`src/inc/dds_pkg.sv`:
```
/*
 * Constants for the device diagnostics supervisor: timing counts, status bit positions.
 * Assumes a single 25 MHz system clock.
 */
package dds_pkg;

    // ----------------------------------------
    // Clock
    // ----------------------------------------
    localparam int unsigned CLK_HZ          = 25000000;

    // ----------------------------------------
    // Monitor deglitch
    // ----------------------------------------
    localparam int unsigned OV_DEGLITCH_US  = 20;
    localparam int unsigned OV_DEGLITCH_CYC = OV_DEGLITCH_US * (CLK_HZ / 1000000);
    localparam int unsigned SLOW_DEGLITCH_MS  = 2;
    localparam int unsigned SLOW_DEGLITCH_CYC = SLOW_DEGLITCH_MS * (CLK_HZ / 1000);
    localparam int unsigned DEGLITCH_W      = 16;

    // ----------------------------------------
    // Low-side fault timer
    // ----------------------------------------
    localparam int unsigned LS_SHORT_US     = 1;
    localparam int unsigned LS_LONG_US      = 2;
    localparam int unsigned LS_SHORT_CYC    = LS_SHORT_US * (CLK_HZ / 1000000);
    localparam int unsigned LS_LONG_CYC     = LS_LONG_US * (CLK_HZ / 1000000);
    localparam int unsigned LS_W            = 8;

    // ----------------------------------------
    // Software watchdog
    // ----------------------------------------
    localparam int unsigned SW_WD_MS        = 250;
    localparam int unsigned SW_WD_CYC       = SW_WD_MS * (CLK_HZ / 1000);
    localparam int unsigned SW_WD_W         = 23;

    // ----------------------------------------
    // RAM self test
    // ----------------------------------------
    localparam int unsigned BIST_MS         = 5;
    localparam int unsigned BIST_CYC        = BIST_MS * (CLK_HZ / 1000);
    localparam int unsigned BIST_W          = 18;

    // ----------------------------------------
    // Oscillator watchdog: window of ref ticks, main clock edges counted
    // ----------------------------------------
    localparam int unsigned OSC_REF_HZ      = 500000;
    localparam int unsigned OSC_WIN_TICKS   = 16;
    localparam int unsigned OSC_LOW_MHZ10   = 100;
    localparam int unsigned OSC_HIGH_MHZ10  = 300;
    localparam int unsigned OSC_MIN_CNT     = OSC_LOW_MHZ10 * 100000 * OSC_WIN_TICKS / OSC_REF_HZ;
    localparam int unsigned OSC_MAX_CNT     = OSC_HIGH_MHZ10 * 100000 * OSC_WIN_TICKS / OSC_REF_HZ;
    localparam int unsigned OSC_W           = 12;
    localparam int unsigned SAMPLE_W        = 4;

    // ----------------------------------------
    // Status bit positions
    // ----------------------------------------
    localparam int unsigned ST1_SUPPLY_OV   = 0;
    localparam int unsigned ST1_REG_UV      = 1;
    localparam int unsigned ST1_REG_OC      = 2;
    localparam int unsigned ST1_BIAS_OC     = 3;
    localparam int unsigned ST1_TRIM_FAIL   = 4;
    localparam int unsigned ST1_BIST_DONE   = 5;
    localparam int unsigned ST1_BIST_FAIL   = 6;
    localparam int unsigned ST2_LS_FAULT    = 0;
    localparam int unsigned MON_COUNT       = 4;

    typedef enum logic [1:0] {
        DDS_BIST_IDLE,
        DDS_BIST_RUN,
        DDS_BIST_END
    } dds_bist_type;

endpackage

```
`src/verilog/dds_supervisor.sv`:
```
/*
 * Device diagnostics supervisor: monitor deglitch, low-side FET guard, oscillator
 * watchdog, software watchdog, trim check and RAM self-test sequencing.
 * Assumes monitor pins, service pin and reference clock are asynchronous to clk_sys,
 * and that RAM test pass/fail and trim validity come from logic on clk_sys.
 */
module dds_supervisor
(
    input  wire logic                           clk_sys,
    input  wire logic                           rst_n,
    input  wire logic                           osc_ref_clk,
    input  wire logic [dds_pkg::MON_COUNT-1:0]  monitor_raw,
    input  wire logic                           gate_cmd,
    input  wire logic                           gate_monitor,
    input  wire logic                           drain_monitor,
    input  wire logic                           low_side_fault_enable,
    input  wire logic                           low_side_fault_time_select,
    input  wire logic                           oscillator_watchdog_enable,
    input  wire logic                           software_watchdog_enable_set,
    input  wire logic                           software_watchdog_enable_clr,
    input  wire logic                           serial_core_reset,
    input  wire logic                           service_pin,
    input  wire logic                           trim_valid,
    input  wire logic                           bist_pass,
    output logic                                gate_drive,
    output logic                                drive_off,
    output logic                                core_reset,
    output logic                                digital_reset,
    output logic                                software_watchdog_enable,
    output logic [7:0]                          first_status_register,
    output logic [7:0]                          second_status_register,
    output logic                                ram_self_test_done,
    output logic                                bist_run
);
    import dds_pkg::*;

    // ----------------------------------------
    // Input synchronisers
    // ----------------------------------------
    logic [MON_COUNT-1:0] mon_s1;
    logic [MON_COUNT-1:0] mon_s2;
    logic                 gm_s1;
    logic                 gm_s2;
    logic                 dm_s1;
    logic                 dm_s2;
    logic                 svc_s1;
    logic                 svc_s2;
    logic                 svc_d;
    logic                 ref_s1;
    logic                 ref_s2;
    logic                 ref_d;
    logic                 por_n;

    always_ff @(posedge clk_sys)
    begin
        if (!rst_n)
        begin
            mon_s1 <= '0;
            mon_s2 <= '0;
            gm_s1  <= 1'b0;
            gm_s2  <= 1'b0;
            dm_s1  <= 1'b0;
            dm_s2  <= 1'b0;
            svc_s1 <= 1'b0;
            svc_s2 <= 1'b0;
            svc_d  <= 1'b0;
            ref_s1 <= 1'b0;
            ref_s2 <= 1'b0;
            ref_d  <= 1'b0;
        end
        else
        begin
            mon_s1 <= monitor_raw;
            mon_s2 <= mon_s1;
            gm_s1  <= gate_monitor;
            gm_s2  <= gm_s1;
            dm_s1  <= drain_monitor;
            dm_s2  <= dm_s1;
            svc_s1 <= service_pin;
            svc_s2 <= svc_s1;
            svc_d  <= svc_s2;
            ref_s1 <= osc_ref_clk;
            ref_s2 <= ref_s1;
            ref_d  <= ref_s2;
        end
    end

    // ----------------------------------------
    // Power-block monitor deglitch
    // ----------------------------------------
    logic [MON_COUNT-1:0] mon_fault;
    logic                 osc_fail;

    // Internal core reset: external reset or oscillator failure
    // core-wide reset
    assign por_n = rst_n && !osc_fail;

    genvar gi;
    generate
        for (gi = 0; gi < MON_COUNT; gi++)
        begin : g_mon
            localparam logic [DEGLITCH_W-1:0] LIMIT = (gi == ST1_SUPPLY_OV)
                ? DEGLITCH_W'(OV_DEGLITCH_CYC) : DEGLITCH_W'(SLOW_DEGLITCH_CYC);
            logic [DEGLITCH_W-1:0] cnt;
            always_ff @(posedge clk_sys)
            begin
                if (!por_n || !mon_s2[gi])
                    cnt <= '0;
                else if (cnt != LIMIT)
                    cnt <= cnt + 1'b1;
            end
            always_ff @(posedge clk_sys)
            begin
                if (!por_n || !mon_s2[gi])
                    mon_fault[gi] <= 1'b0;
                else if (cnt == LIMIT)
                    mon_fault[gi] <= 1'b1;
            end
        end
    endgenerate

    // ----------------------------------------
    // Low-side FET guard
    // ----------------------------------------
    logic            gate_cmd_d;
    logic            ls_armed;
    logic            ls_fault;
    logic [LS_W-1:0] ls_cnt;
    logic [LS_W-1:0] ls_limit;
    logic            sw_timeout;

    assign ls_limit = low_side_fault_time_select ? LS_W'(LS_LONG_CYC) : LS_W'(LS_SHORT_CYC);

    always_ff @(posedge clk_sys)
    begin
        if (!por_n)
            gate_cmd_d <= 1'b0;
        else
            gate_cmd_d <= gate_cmd;
    end

    always_ff @(posedge clk_sys)
    begin
        if (!por_n)
            ls_armed <= 1'b0;
        else if (!gate_cmd || ls_fault)
            ls_armed <= 1'b0;
        else if (gate_cmd && !gate_cmd_d && low_side_fault_enable)
            ls_armed <= 1'b1;
    end

    always_ff @(posedge clk_sys)
    begin
        if (!por_n || !ls_armed || !(gm_s2 && dm_s2))
            ls_cnt <= '0;
        else if (ls_cnt != ls_limit)
            ls_cnt <= ls_cnt + 1'b1;
    end

    // fault latch, cleared on next turn-on
    always_ff @(posedge clk_sys)
    begin
        if (!por_n)
            ls_fault <= 1'b0;
        else if (ls_armed && gm_s2 && dm_s2 && ls_cnt == ls_limit)
            ls_fault <= 1'b1;
        else if (gate_cmd && !gate_cmd_d)
            ls_fault <= 1'b0;
    end

    // gate off at once, FETs off on timeout
    always_ff @(posedge clk_sys)
    begin
        if (!por_n)
            gate_drive <= 1'b0;
        else
            gate_drive <= gate_cmd && !ls_fault && !sw_timeout
                && !(ls_armed && gm_s2 && dm_s2 && ls_cnt == ls_limit);
    end

    // ----------------------------------------
    // Oscillator watchdog
    // ----------------------------------------
    logic [SAMPLE_W-1:0] ref_ticks;
    logic [OSC_W-1:0]    osc_cnt;
    logic                ref_rise;

    assign ref_rise = ref_s2 && !ref_d;

    // count main clocks per reference window
    always_ff @(posedge clk_sys)
    begin
        if (!rst_n || !oscillator_watchdog_enable)
        begin
            ref_ticks <= '0;
            osc_cnt   <= '0;
        end
        else if (ref_rise && ref_ticks == SAMPLE_W'(OSC_WIN_TICKS - 1))
        begin
            ref_ticks <= '0;
            osc_cnt   <= '0;
        end
        else
        begin
            if (ref_rise)
                ref_ticks <= ref_ticks + 1'b1;
            if (osc_cnt != '1)
                osc_cnt <= osc_cnt + 1'b1;
        end
    end

    // low, high, nominal band, fixed thresholds, disable
    always_ff @(posedge clk_sys)
    begin
        if (!rst_n || !oscillator_watchdog_enable)
            osc_fail <= 1'b0;
        else if (ref_rise && ref_ticks == SAMPLE_W'(OSC_WIN_TICKS - 1))
            osc_fail <= (osc_cnt < OSC_W'(OSC_MIN_CNT)) || (osc_cnt > OSC_W'(OSC_MAX_CNT));
        else if (osc_cnt > OSC_W'(OSC_MAX_CNT))
            osc_fail <= 1'b1;
    end

    assign digital_reset = !por_n;

    // ----------------------------------------
    // Software watchdog
    // ----------------------------------------
    logic [SW_WD_W-1:0] sw_cnt;

    // cleared by power-on and serial reset, kept on timeout
    always_ff @(posedge clk_sys)
    begin
        if (!por_n)
            software_watchdog_enable <= 1'b0;
        else if (serial_core_reset || software_watchdog_enable_clr)
            software_watchdog_enable <= 1'b0;
        else if (software_watchdog_enable_set)
            software_watchdog_enable <= 1'b1;
    end

    always_ff @(posedge clk_sys)
    begin
        if (!por_n || !software_watchdog_enable || (svc_s2 != svc_d) || sw_timeout)
            sw_cnt <= '0;
        else
            sw_cnt <= sw_cnt + 1'b1;
    end

    always_ff @(posedge clk_sys)
    begin
        if (!por_n)
            sw_timeout <= 1'b0;
        else
            sw_timeout <= software_watchdog_enable && (svc_s2 == svc_d)
                && sw_cnt == SW_WD_W'(SW_WD_CYC - 1);
    end

    assign drive_off = sw_timeout;

    // ----------------------------------------
    // Trim check and RAM self test
    // ----------------------------------------
    dds_bist_type       bist_state;
    logic [BIST_W-1:0]  bist_cnt;
    logic               trim_fail;
    logic               trim_done;
    logic               bist_fail;

    always_ff @(posedge clk_sys)
    begin
        if (!por_n)
        begin
            trim_done <= 1'b0;
            trim_fail <= 1'b0;
        end
        else if (!trim_done)
        begin
            trim_done <= 1'b1;
            trim_fail <= !trim_valid;
        end
    end

    always_ff @(posedge clk_sys)
    begin
        if (!por_n)
        begin
            bist_state <= DDS_BIST_IDLE;
            bist_cnt   <= '0;
            bist_fail  <= 1'b0;
        end
        else
        begin
            unique case (bist_state)
                DDS_BIST_IDLE:
                    bist_state <= DDS_BIST_RUN;
                DDS_BIST_RUN:
                begin
                    if (!bist_pass)
                        bist_fail <= 1'b1;
                    if (bist_cnt == BIST_W'(BIST_CYC - 1))
                        bist_state <= DDS_BIST_END;
                    else
                        bist_cnt <= bist_cnt + 1'b1;
                end
                DDS_BIST_END:
                    bist_state <= DDS_BIST_END;
            endcase
        end
    end

    assign bist_run = (bist_state == DDS_BIST_RUN);
    assign ram_self_test_done = (bist_state == DDS_BIST_END);

    // ----------------------------------------
    // Status registers and core reset
    // ----------------------------------------
    // flags, done and failure
    always_ff @(posedge clk_sys)
    begin
        if (!por_n)
        begin
            first_status_register  <= 8'h00;
            second_status_register <= 8'h00;
        end
        else
        begin
            first_status_register                   <= 8'h00;
            first_status_register[MON_COUNT-1:0]    <= mon_fault;
            first_status_register[ST1_TRIM_FAIL]    <= trim_fail;
            first_status_register[ST1_BIST_DONE]    <= ram_self_test_done;
            first_status_register[ST1_BIST_FAIL]    <= ram_self_test_done && bist_fail;
            second_status_register                  <= 8'h00;
            second_status_register[ST2_LS_FAULT]    <= ls_fault;
        end
    end

    // hold while violation, timeout reset, until trim checked
    always_ff @(posedge clk_sys)
    begin
        if (!por_n)
            core_reset <= 1'b1;
        else
            core_reset <= (|mon_fault) || sw_timeout || serial_core_reset || !trim_done;
    end

endmodule // dds_supervisor

```
`config.mk`:
```
export PLATFORM = sky130hd
export DESIGN_NAME = dds_supervisor
export DESIGN_NICKNAME = d
export VERILOG_FILES = /design/src/inc/dds_pkg.sv /design/src/verilog/dds_supervisor.sv
export SDC_FILE = /design/constraint.sdc
export NUM_CORES = 1
export LEC_CHECK = 0
export BUFFER_PORTS_ARGS = -buffer_cell sky130_fd_sc_hd__buf_4
export CAP_MARGIN = 30
export CORE_MARGIN = 1.5
export CORE_UTILIZATION = 44
export CTS_BUF_LIST = sky130_fd_sc_hd__clkbuf_8
export CTS_CLUSTER_SIZE = 10
export DETAILED_ROUTE_END_ITERATION = 7
export SETUP_SLACK_MARGIN = 0.2
export SLEW_MARGIN = 20
export SYNTH_ARGS = -nofsm -noshare
export SYNTH_HDL_FRONTEND = slang
export SYNTH_SLANG_ARGS = --single-unit
```
`constraint.sdc`:
```
create_clock -name clk_sys -period 1.6 [get_ports clk_sys]
set_input_delay 0 -clock clk_sys [delete_from_list [all_inputs] [get_ports clk_sys]]
set_output_delay 0 -clock clk_sys [all_outputs]
set_load 0.03 [all_outputs]
```
==> results.py, run 1 <==
metrics = {
    "finish": {
        "n_antenna_cell": 0,
        "finish.cell_count_without_fillers": 1199,
        "final_core_util_pct": 63.6,
        "drive_gt1_share_pct": 37.6,
        "nets": 1006,
        "areaGrowthSynthToFinish_pct": 41.1,
        "final_cell_area_sq_um": 10100,
    },
    "sta": {
        "skew_ps": 10.4,
        "fmax_mhz": 586,
        "setup_viol": 12,
        "grt_setup_unrepaired": "yes",
        "final.hold.worst_slack_ps": 48.7,
        "finalWorstSetupSlack_ps": -107,
        "minimum_clock_period_ps": 1710,
        "report.final.slew_viol_count": 0,
        "timing.final.hold_violations": 0,
        "finalSetupTns_ps": -509,
        "timing.max_slew.rel_slack_pct": 58.3,
        "final_worst_path_cycle_share_pct": 107,
        "worst-slew-pin-transition_ps": 619,
    },
    "clocking": {
        "ctsHtreeMaxLevel": 4,
        "cts_sinks": 172,
        "clock_root_buffer": "clkbuf_8",
        "cts.clk_slew.worst_paths_ps": 90,
        "clkLatencyLatePin_ps": 450,
        "clockBufferDepth": 2,
        "clock_buffers_created_by_tritoncts": 17,
        "tritoncts": "yes",
    },
    "grt": {
        "grt_pass1_vias": 5750,
        "grt_pass1_wl_mm": 25.9,
        "grt_overflow_total": 0,
        "grt.met2_usage_pct": 33.4,
        "grt_max_degree": 24,
        "groute.layer.met1.usage_pct": 23.0,
        "top_usage_layer": "met2",
        "number_of_antenna_violations_at_the_first_check_in_global_routing": 0,
        "grtUsageMet3_pct": 5.09,
        "grt_util_overall_pct": 19.1,
    },
    "setup_path": {
        "max_stage_delay_ps": 540,
        "critPathRequiredTime_ps": 1930,
        "arrival_ps": 2040,
        "worst_path_dominant_cell_family": "simple AND/OR/NAND/NOR gates",
        "critical_path.n_buffers_inverters": 0,
        "slowest_stage_cell_on_the_critical_path": "or4_4",
        "cp-start-kind": "flop",
        "critPathCaptureType": "flop",
        "crit_fanout": 4,
        "crit_type": "flop to flop",
        "cp_cell_sequence": "or4_4 -> nor4_4 -> mux2i_1 -> nor2_1",
    },
    "power_and_ir_drop": {
        "cell_internal_pwr_uw": 6980,
        "cellLeakagePower_uw": 0.00372,
        "p_comb_share_pct": 9.8,
        "netSwitchingFraction_pct": 22.5,
        "power.density_cell_area_nw_per_um2": 891,
        "power_switching_uw": 2020,
        "p_clk_share_pct": 41.2,
        "max-vdd-ir-drop_mv": 0.787,
        "sequentialPowerShare_pct": 49.1,
    },
    "place": {
        "gp_congestion": 0.830,
        "placement.cell_area_sq_um": 8220,
        "io_buffer_count": 33,
        "placedCellCount": 1094,
        "place_hpwl_mm": 10.1,
    },
    "floorplanning": {
        "die_height_microns": 131,
        "initial_utilization_pct": 45.1,
        "fp-row-count": 46,
        "die_area_sq_um": 17000,
        "die_x_microns": 131,
        "floorplan.core_area_sq_um": 15900,
        "boundaryPins": 42,
    },
    "routing": {
        "postRouteWirelength_mm": 16.4,
        "route.antenna.remaining_nets": 0,
        "first_pass_iters": 4,
        "drt_iter0_markers": 270,
        "post_route_drc_violation_count": 0,
        "vias": 6042,
        "average_routed_wire_per_standard_cell_microns": 13.7,
        "avgViaCountPerCell": 5.04,
    },
    "synthesis": {
        "synthesis.yosys.warnings": 0,
        "avgSynthCellArea_sq_um": 8.88,
        "dominant_synthesized_flop_cell": "dfxtp_1",
        "synth_cells": 806,
        "syn_area_sq_um": 7160,
        "asyncSetResetFlopFracSynth_pct": 0,
        "synth-edff-count": 0,
        "synthDistinctLibCells": 52,
        "postSynthRegisterBits": 172,
        "synth.yosys.seq_area_share_pct": 48.1,
    },
    "job": {
        "cap_violations": 0,
    },
    "run_status": {
        "violations": "negative setup slack",
        "status": "complete, but fails checks",
    },
    "min_path": {
        "worstHoldPathType": "input port to flop",
    },
}
[power by group through the flow]
stage / logic, uW / registers (uW) / clock network (uW)
6_report: 879 / 4420 / 3710
5_1_grt: 955 / 4430 / 3990
4_1_cts: 737 / 4420 / 3800
3_5_place_dp: 624 / 4530 / 0
3_3_place_gp: 606 / 4520 / 0
2_1_floorplan: 407 / 4540 / 0
[worst paths after layout]
check / depth (start not counted) / slack (ps) / end / startpoint
min: 3 / 50 / mon_s2[3] / rst_n
max: 4 / -110 / g_mon[1].cnt[1] / g_mon[1].cnt[2]
max reg2reg: 4 / -110 / g_mon[1].cnt[1] / g_mon[1].cnt[2]
min reg2reg: 1 / 420 / core_reset / trim_done
[logic make-up (layout without fill, tap and decap cells)]
family / after synthesis / in the layout / share of synthesized area [%]
simple gates: 388 / 388 / 27.8
flops: 172 / 172 / 48.1
xor+xnor: 88 / 88 / 10.8
compound gates: 71 / 71 / 5.52
buf+inv: 60 / 230 / 3.60
fa+ha+maj: 16 / 16 / 2.80
mux: 10 / 10 / 1.42
other cells: 1 / 8 / 0.0524
[area by class of cell]
| cell class | instances | area, sq um |
|---|---|---|
| multi-input cells | 581 | 4260 |
| clock buffers | 18 | 248 |
| well taps | 216 | 270 |
| flip-flops and latches | 172 | 3550 |
| inverters | 33 | 129 |
| clock inverters | 13 | 246 |
| fillers | 1293 | 5780 |
| repair buffers | 166 | 1400 |
[tightest hold or removal path, stage by stage]
cell and delay (ps):
buf_4 90, buf_4 230, and2_1 150
[layer usage]
metal | routed length [microns] | vias up
li1 | - | 3067
met1 | 7470 | 2877
met5 | 0 | -
met4 | 233 | 0
met3 | 488 | 16
met2 | 8250 | 82
[cell usage in the layout, fill, tap and decap left out, types with 4 or more instances in the layout]
master and instances:
a21oi_1 27, a21oi_2 11, and2_1 25, and3_1 7, and3_4 6, and4_4 7
buf_4 121, buf_6 29, bufinv_16 7, clkbuf_8 18, conb_1 8, dfxtp_1 109
dfxtp_2 50, dfxtp_4 13, dlygate4sd3_1 16, ha_1 10, ha_4 5, inv_1 30
mux2i_1 9, nand2_1 40, nand2_2 9, nand3_1 35, nand3_2 8, nand3_4 6
nand4_1 29, nor2_1 114, nor2_2 7, nor2_4 7, nor3_1 7, nor3_2 6
nor3_4 8, nor4_1 4, nor4_4 5, o21ai_0 14, o21ai_1 5, or3_1 17
or3_4 4, xnor2_1 32, xnor2_2 6, xor2_1 50
[synthesized netlist by cell type (all sizes together) (2+ instances only)]
library cell  instances  area (sq um)
dfxtp               172          3440
nor2                128           483
nand2                50           188
xor2                 50           438
nand3                49           245
a21oi                39           199
xnor2                38           333
inv                  32           120
nand4                29           181
and2                 26           163
o21ai                22           114
nor3                 21           105
or3                  21           131
clkbuf               18          68.8
ha                   16           200
and3                 13          81.3
nor4                 12          90.1
and4                  9          80.1
buf                   9          65.1
mux2i                 9          90.1
nor2b                 5          31.3
or4                   4          33.8
nand3b                3          22.5
nand4b                3          26.3
nor4b                 3          26.3
o31ai                 3          22.5
or2                   3          18.8
nand2b                2          12.5
or4b                  2          20.0
[flip-flops by register name (all words and copies together) (netlist names), 2 cells and up]
| signal | flops |
|---|---|
| ls_cnt | 8 |
| mon_fault | 4 |
| osc_cnt | 12 |
| ref_ticks | 4 |
| bist_cnt | 18 |
| g_mon.cnt | 64 |
| sw_cnt | 23 |
| first_status_register | 7 |
| mon_s2 | 4 |
| bist_state | 2 |
| mon_s1 | 4 |
[stage by stage]
stage | worst slack [ps] | power [uW]
4_1_cts | -81.6 | 8950
5_1_grt | -184 | 9380
6_report | -107 | 9000
2_1_floorplan | -15.6 | 4950
3_5_place_dp | -131 | 5150
3_3_place_gp | -41.7 | 5130
[timing repair]
item | CTS | global route
setup endpoints to repair | 74 | 105
hold buffers | 16 | 0
buffers inserted | 31 | 26
gates resized for setup | 110 | 115
gates cloned | 1 | 0
hold endpoints to repair | 21 | 0
pin swaps | 60 | 68
No activity file was read; power rests on OpenSTA's default activity.
==> inputs of run 2 (changes only) <==
--- a/config.mk
+++ b/config.mk
@@ -7,11 +7,14 @@
 export LEC_CHECK = 0
 export BUFFER_PORTS_ARGS = -buffer_cell sky130_fd_sc_hd__buf_4
 export CAP_MARGIN = 30
+export CELL_PAD_IN_SITES_DETAIL_PLACEMENT = 0
+export CELL_PAD_IN_SITES_GLOBAL_PLACEMENT = 2
 export CORE_MARGIN = 1.5
-export CORE_UTILIZATION = 44
+export CORE_UTILIZATION = 35
 export CTS_BUF_LIST = sky130_fd_sc_hd__clkbuf_8
 export CTS_CLUSTER_SIZE = 10
 export DETAILED_ROUTE_END_ITERATION = 7
+export PLACE_DENSITY = 0.86
 export SETUP_SLACK_MARGIN = 0.2
 export SLEW_MARGIN = 20
 export SYNTH_ARGS = -nofsm -noshare
==> results.py, run 2 (synthesis results as in run 1) <==
metrics = {
    "setup_path": {
        "cp-start-kind": "flop",
        "crit_type": "flop to flop",
        "critPathRequiredTime_ps": 1980,
        "arrival_ps": 2040,
        "critPathCaptureType": "flop",
        "crit_fanout": 6,
    },
    "grt": {
        "groute.layer.met1.usage_pct": 19.8,
        "grt_util_overall_pct": 14.7,
        "grt_overflow_total": 0,
        "grt_pass1_vias": 5474,
        "top_usage_layer": "met2",
        "grtUsageMet3_pct": 3.78,
        "grt_pass1_wl_mm": 25.8,
        "grt.met2_usage_pct": 23.5,
        "number_of_antenna_violations_at_the_first_check_in_global_routing": 0,
        "grt_max_degree": 26,
    },
    "power_and_ir_drop": {
        "power_switching_uw": 2100,
        "power.density_cell_area_nw_per_um2": 832,
        "p_comb_share_pct": 9.8,
        "cell_internal_pwr_uw": 6230,
        "p_clk_share_pct": 37.2,
        "cellLeakagePower_uw": 0.00360,
        "max-vdd-ir-drop_mv": 0.462,
        "sequentialPowerShare_pct": 53.0,
        "netSwitchingFraction_pct": 25.2,
    },
    "sta": {
        "fmax_mhz": 600,
        "timing.final.hold_violations": 0,
        "grt_setup_unrepaired": "yes",
        "minimum_clock_period_ps": 1670,
        "report.final.slew_viol_count": 0,
        "final_worst_path_cycle_share_pct": 104,
        "finalSetupTns_ps": -516,
        "finalWorstSetupSlack_ps": -65.5,
        "skew_ps": 12.2,
        "setup_viol": 13,
    },
    "place": {
        "io_buffer_count": 33,
        "placedCellCount": 1158,
        "placement.cell_area_sq_um": 8380,
        "dpl_worst_slack_ps": -127,
        "place_hpwl_mm": 10.0,
        "gp_congestion": 0.738,
    },
    "clocking": {
        "cts.clk_slew.worst_paths_ps": 90,
        "ctsHtreeMaxLevel": 4,
        "clock_root_buffer": "clkbuf_8",
        "cts_sinks": 172,
        "clkLatencyLatePin_ps": 450,
        "tritoncts": "yes",
        "clock_buffers_created_by_tritoncts": 17,
        "clockBufferDepth": 2,
    },
    "routing": {
        "first_pass_iters": 4,
        "drt_iter0_markers": 211,
        "average_routed_wire_per_standard_cell_microns": 12.4,
        "postRouteWirelength_mm": 15.6,
        "vias": 5897,
        "route.antenna.remaining_nets": 0,
        "post_route_drc_violation_count": 0,
        "avgViaCountPerCell": 4.69,
    },
    "finish": {
        "n_fill_cell": 1963,
        "regArea_sq_um": 3540,
        "drive_gt1_share_pct": 35.4,
        "max_ffs_per_register": 64,
        "finish.cell_count_without_fillers": 1258,
        "final_cell_area_sq_um": 10000,
        "layout_top_registers": "g_mon.cnt: 64 flops, sw_cnt: 23 flops, bist_cnt: 18 flops",
        "nets": 1010,
        "mostFrequentLayoutCell": "buf_4",
        "areaGrowthSynthToFinish_pct": 39.9,
        "multiInputGateArea_sq_um": 4220,
        "n_antenna_cell": 0,
        "top_library_cells_by_usage_in_the_layout_fill_and_taps_aside": "131 x buf_4, 118 x nor2_1, 113 x dfxtp_1",
        "regMostFlops": "g_mon.cnt",
    },
    "run_status": {
        "status": "complete, but fails checks",
        "violations": "negative setup slack",
    },
    "floorplanning": {
        "initial_utilization_pct": 35.5,
        "floorplan.core_area_sq_um": 20200,
        "die_area_sq_um": 21300,
        "fp-row-count": 52,
        "boundaryPins": 42,
        "die_height_microns": 146,
        "die_x_microns": 146,
    },
    "job": {
        "cap_violations": 0,
    },
    "min_path": {
        "worstHoldPathType": "input port to flop",
    },
}
## run 2: power groups by stage
stage | logic (uW) | clock network (uW) | registers (uW)
finish | 817 | 3100 | 4410
global route | 888 | 3410 | 4420
CTS | 733 | 3230 | 4420
detailed placement | 647 | 0 | 4520
global placement | 650 | 0 | 4520
floorplan | 407 | 0 | 4540
## run 2: stage by stage
| stage | power (uW) | util [%] | hold slack, ps |
|---|---|---|---|
| 4_1_cts | 8380 | 46.5 | 33.5 |
| 3_5_place_dp | 5170 | 41.5 | 193 |
| 6_report | 8330 | 49.7 | 46.5 |
| 3_3_place_gp | 5170 | 41.5 | 198 |
| 5_1_grt | 8720 | 49.7 | 38.9 |
| 2_1_floorplan | 4950 | - | 78.1 |
## run 2: worst max-delay path, cell delays in order, from the launching register on
cell       delay, ps
dfxtp_2          350
nor4b_4          270
nand4_1          210
buf_4            210
o2111ai_4        310
o31ai_2          100
a21oi_1          140
## run 2: worst paths after layout
kind,startpoint,to,slack [ps],depth (start not counted)
setup / recovery,bist_cnt[5],bist_cnt[15],-70,6
hold / removal,rst_n,mon_s2[2],50,3
setup reg to reg,bist_cnt[5],bist_cnt[15],-70,6
hold reg to reg,trim_done,core_reset,420,1
## run 2: cell type report
cell class	instances	area share (%)
clock inverter	13	1.41
sequential	172	35.4
timing repair buffer	167	13.8
inverter	33	1.24
clock buffer	19	2.61
tap	270	3.37
multi-input combinational	584	42.2
## run 2: what timing repair did
item,in CTS,in global routing
hold endpoints to repair,20,0
endpoints found under the setup margin,88,99
resized for setup,79,112
gates cloned,1,2
buffers inserted,21,27
pin swaps,48,60
hold buffers,17,0
## run 2: layer usage
layer	share of wire [%]	vias up
met4	0.84	0
met2	47	71
met5	0	-
met1	49	2737
li1	-	3081
met3	3.1	8
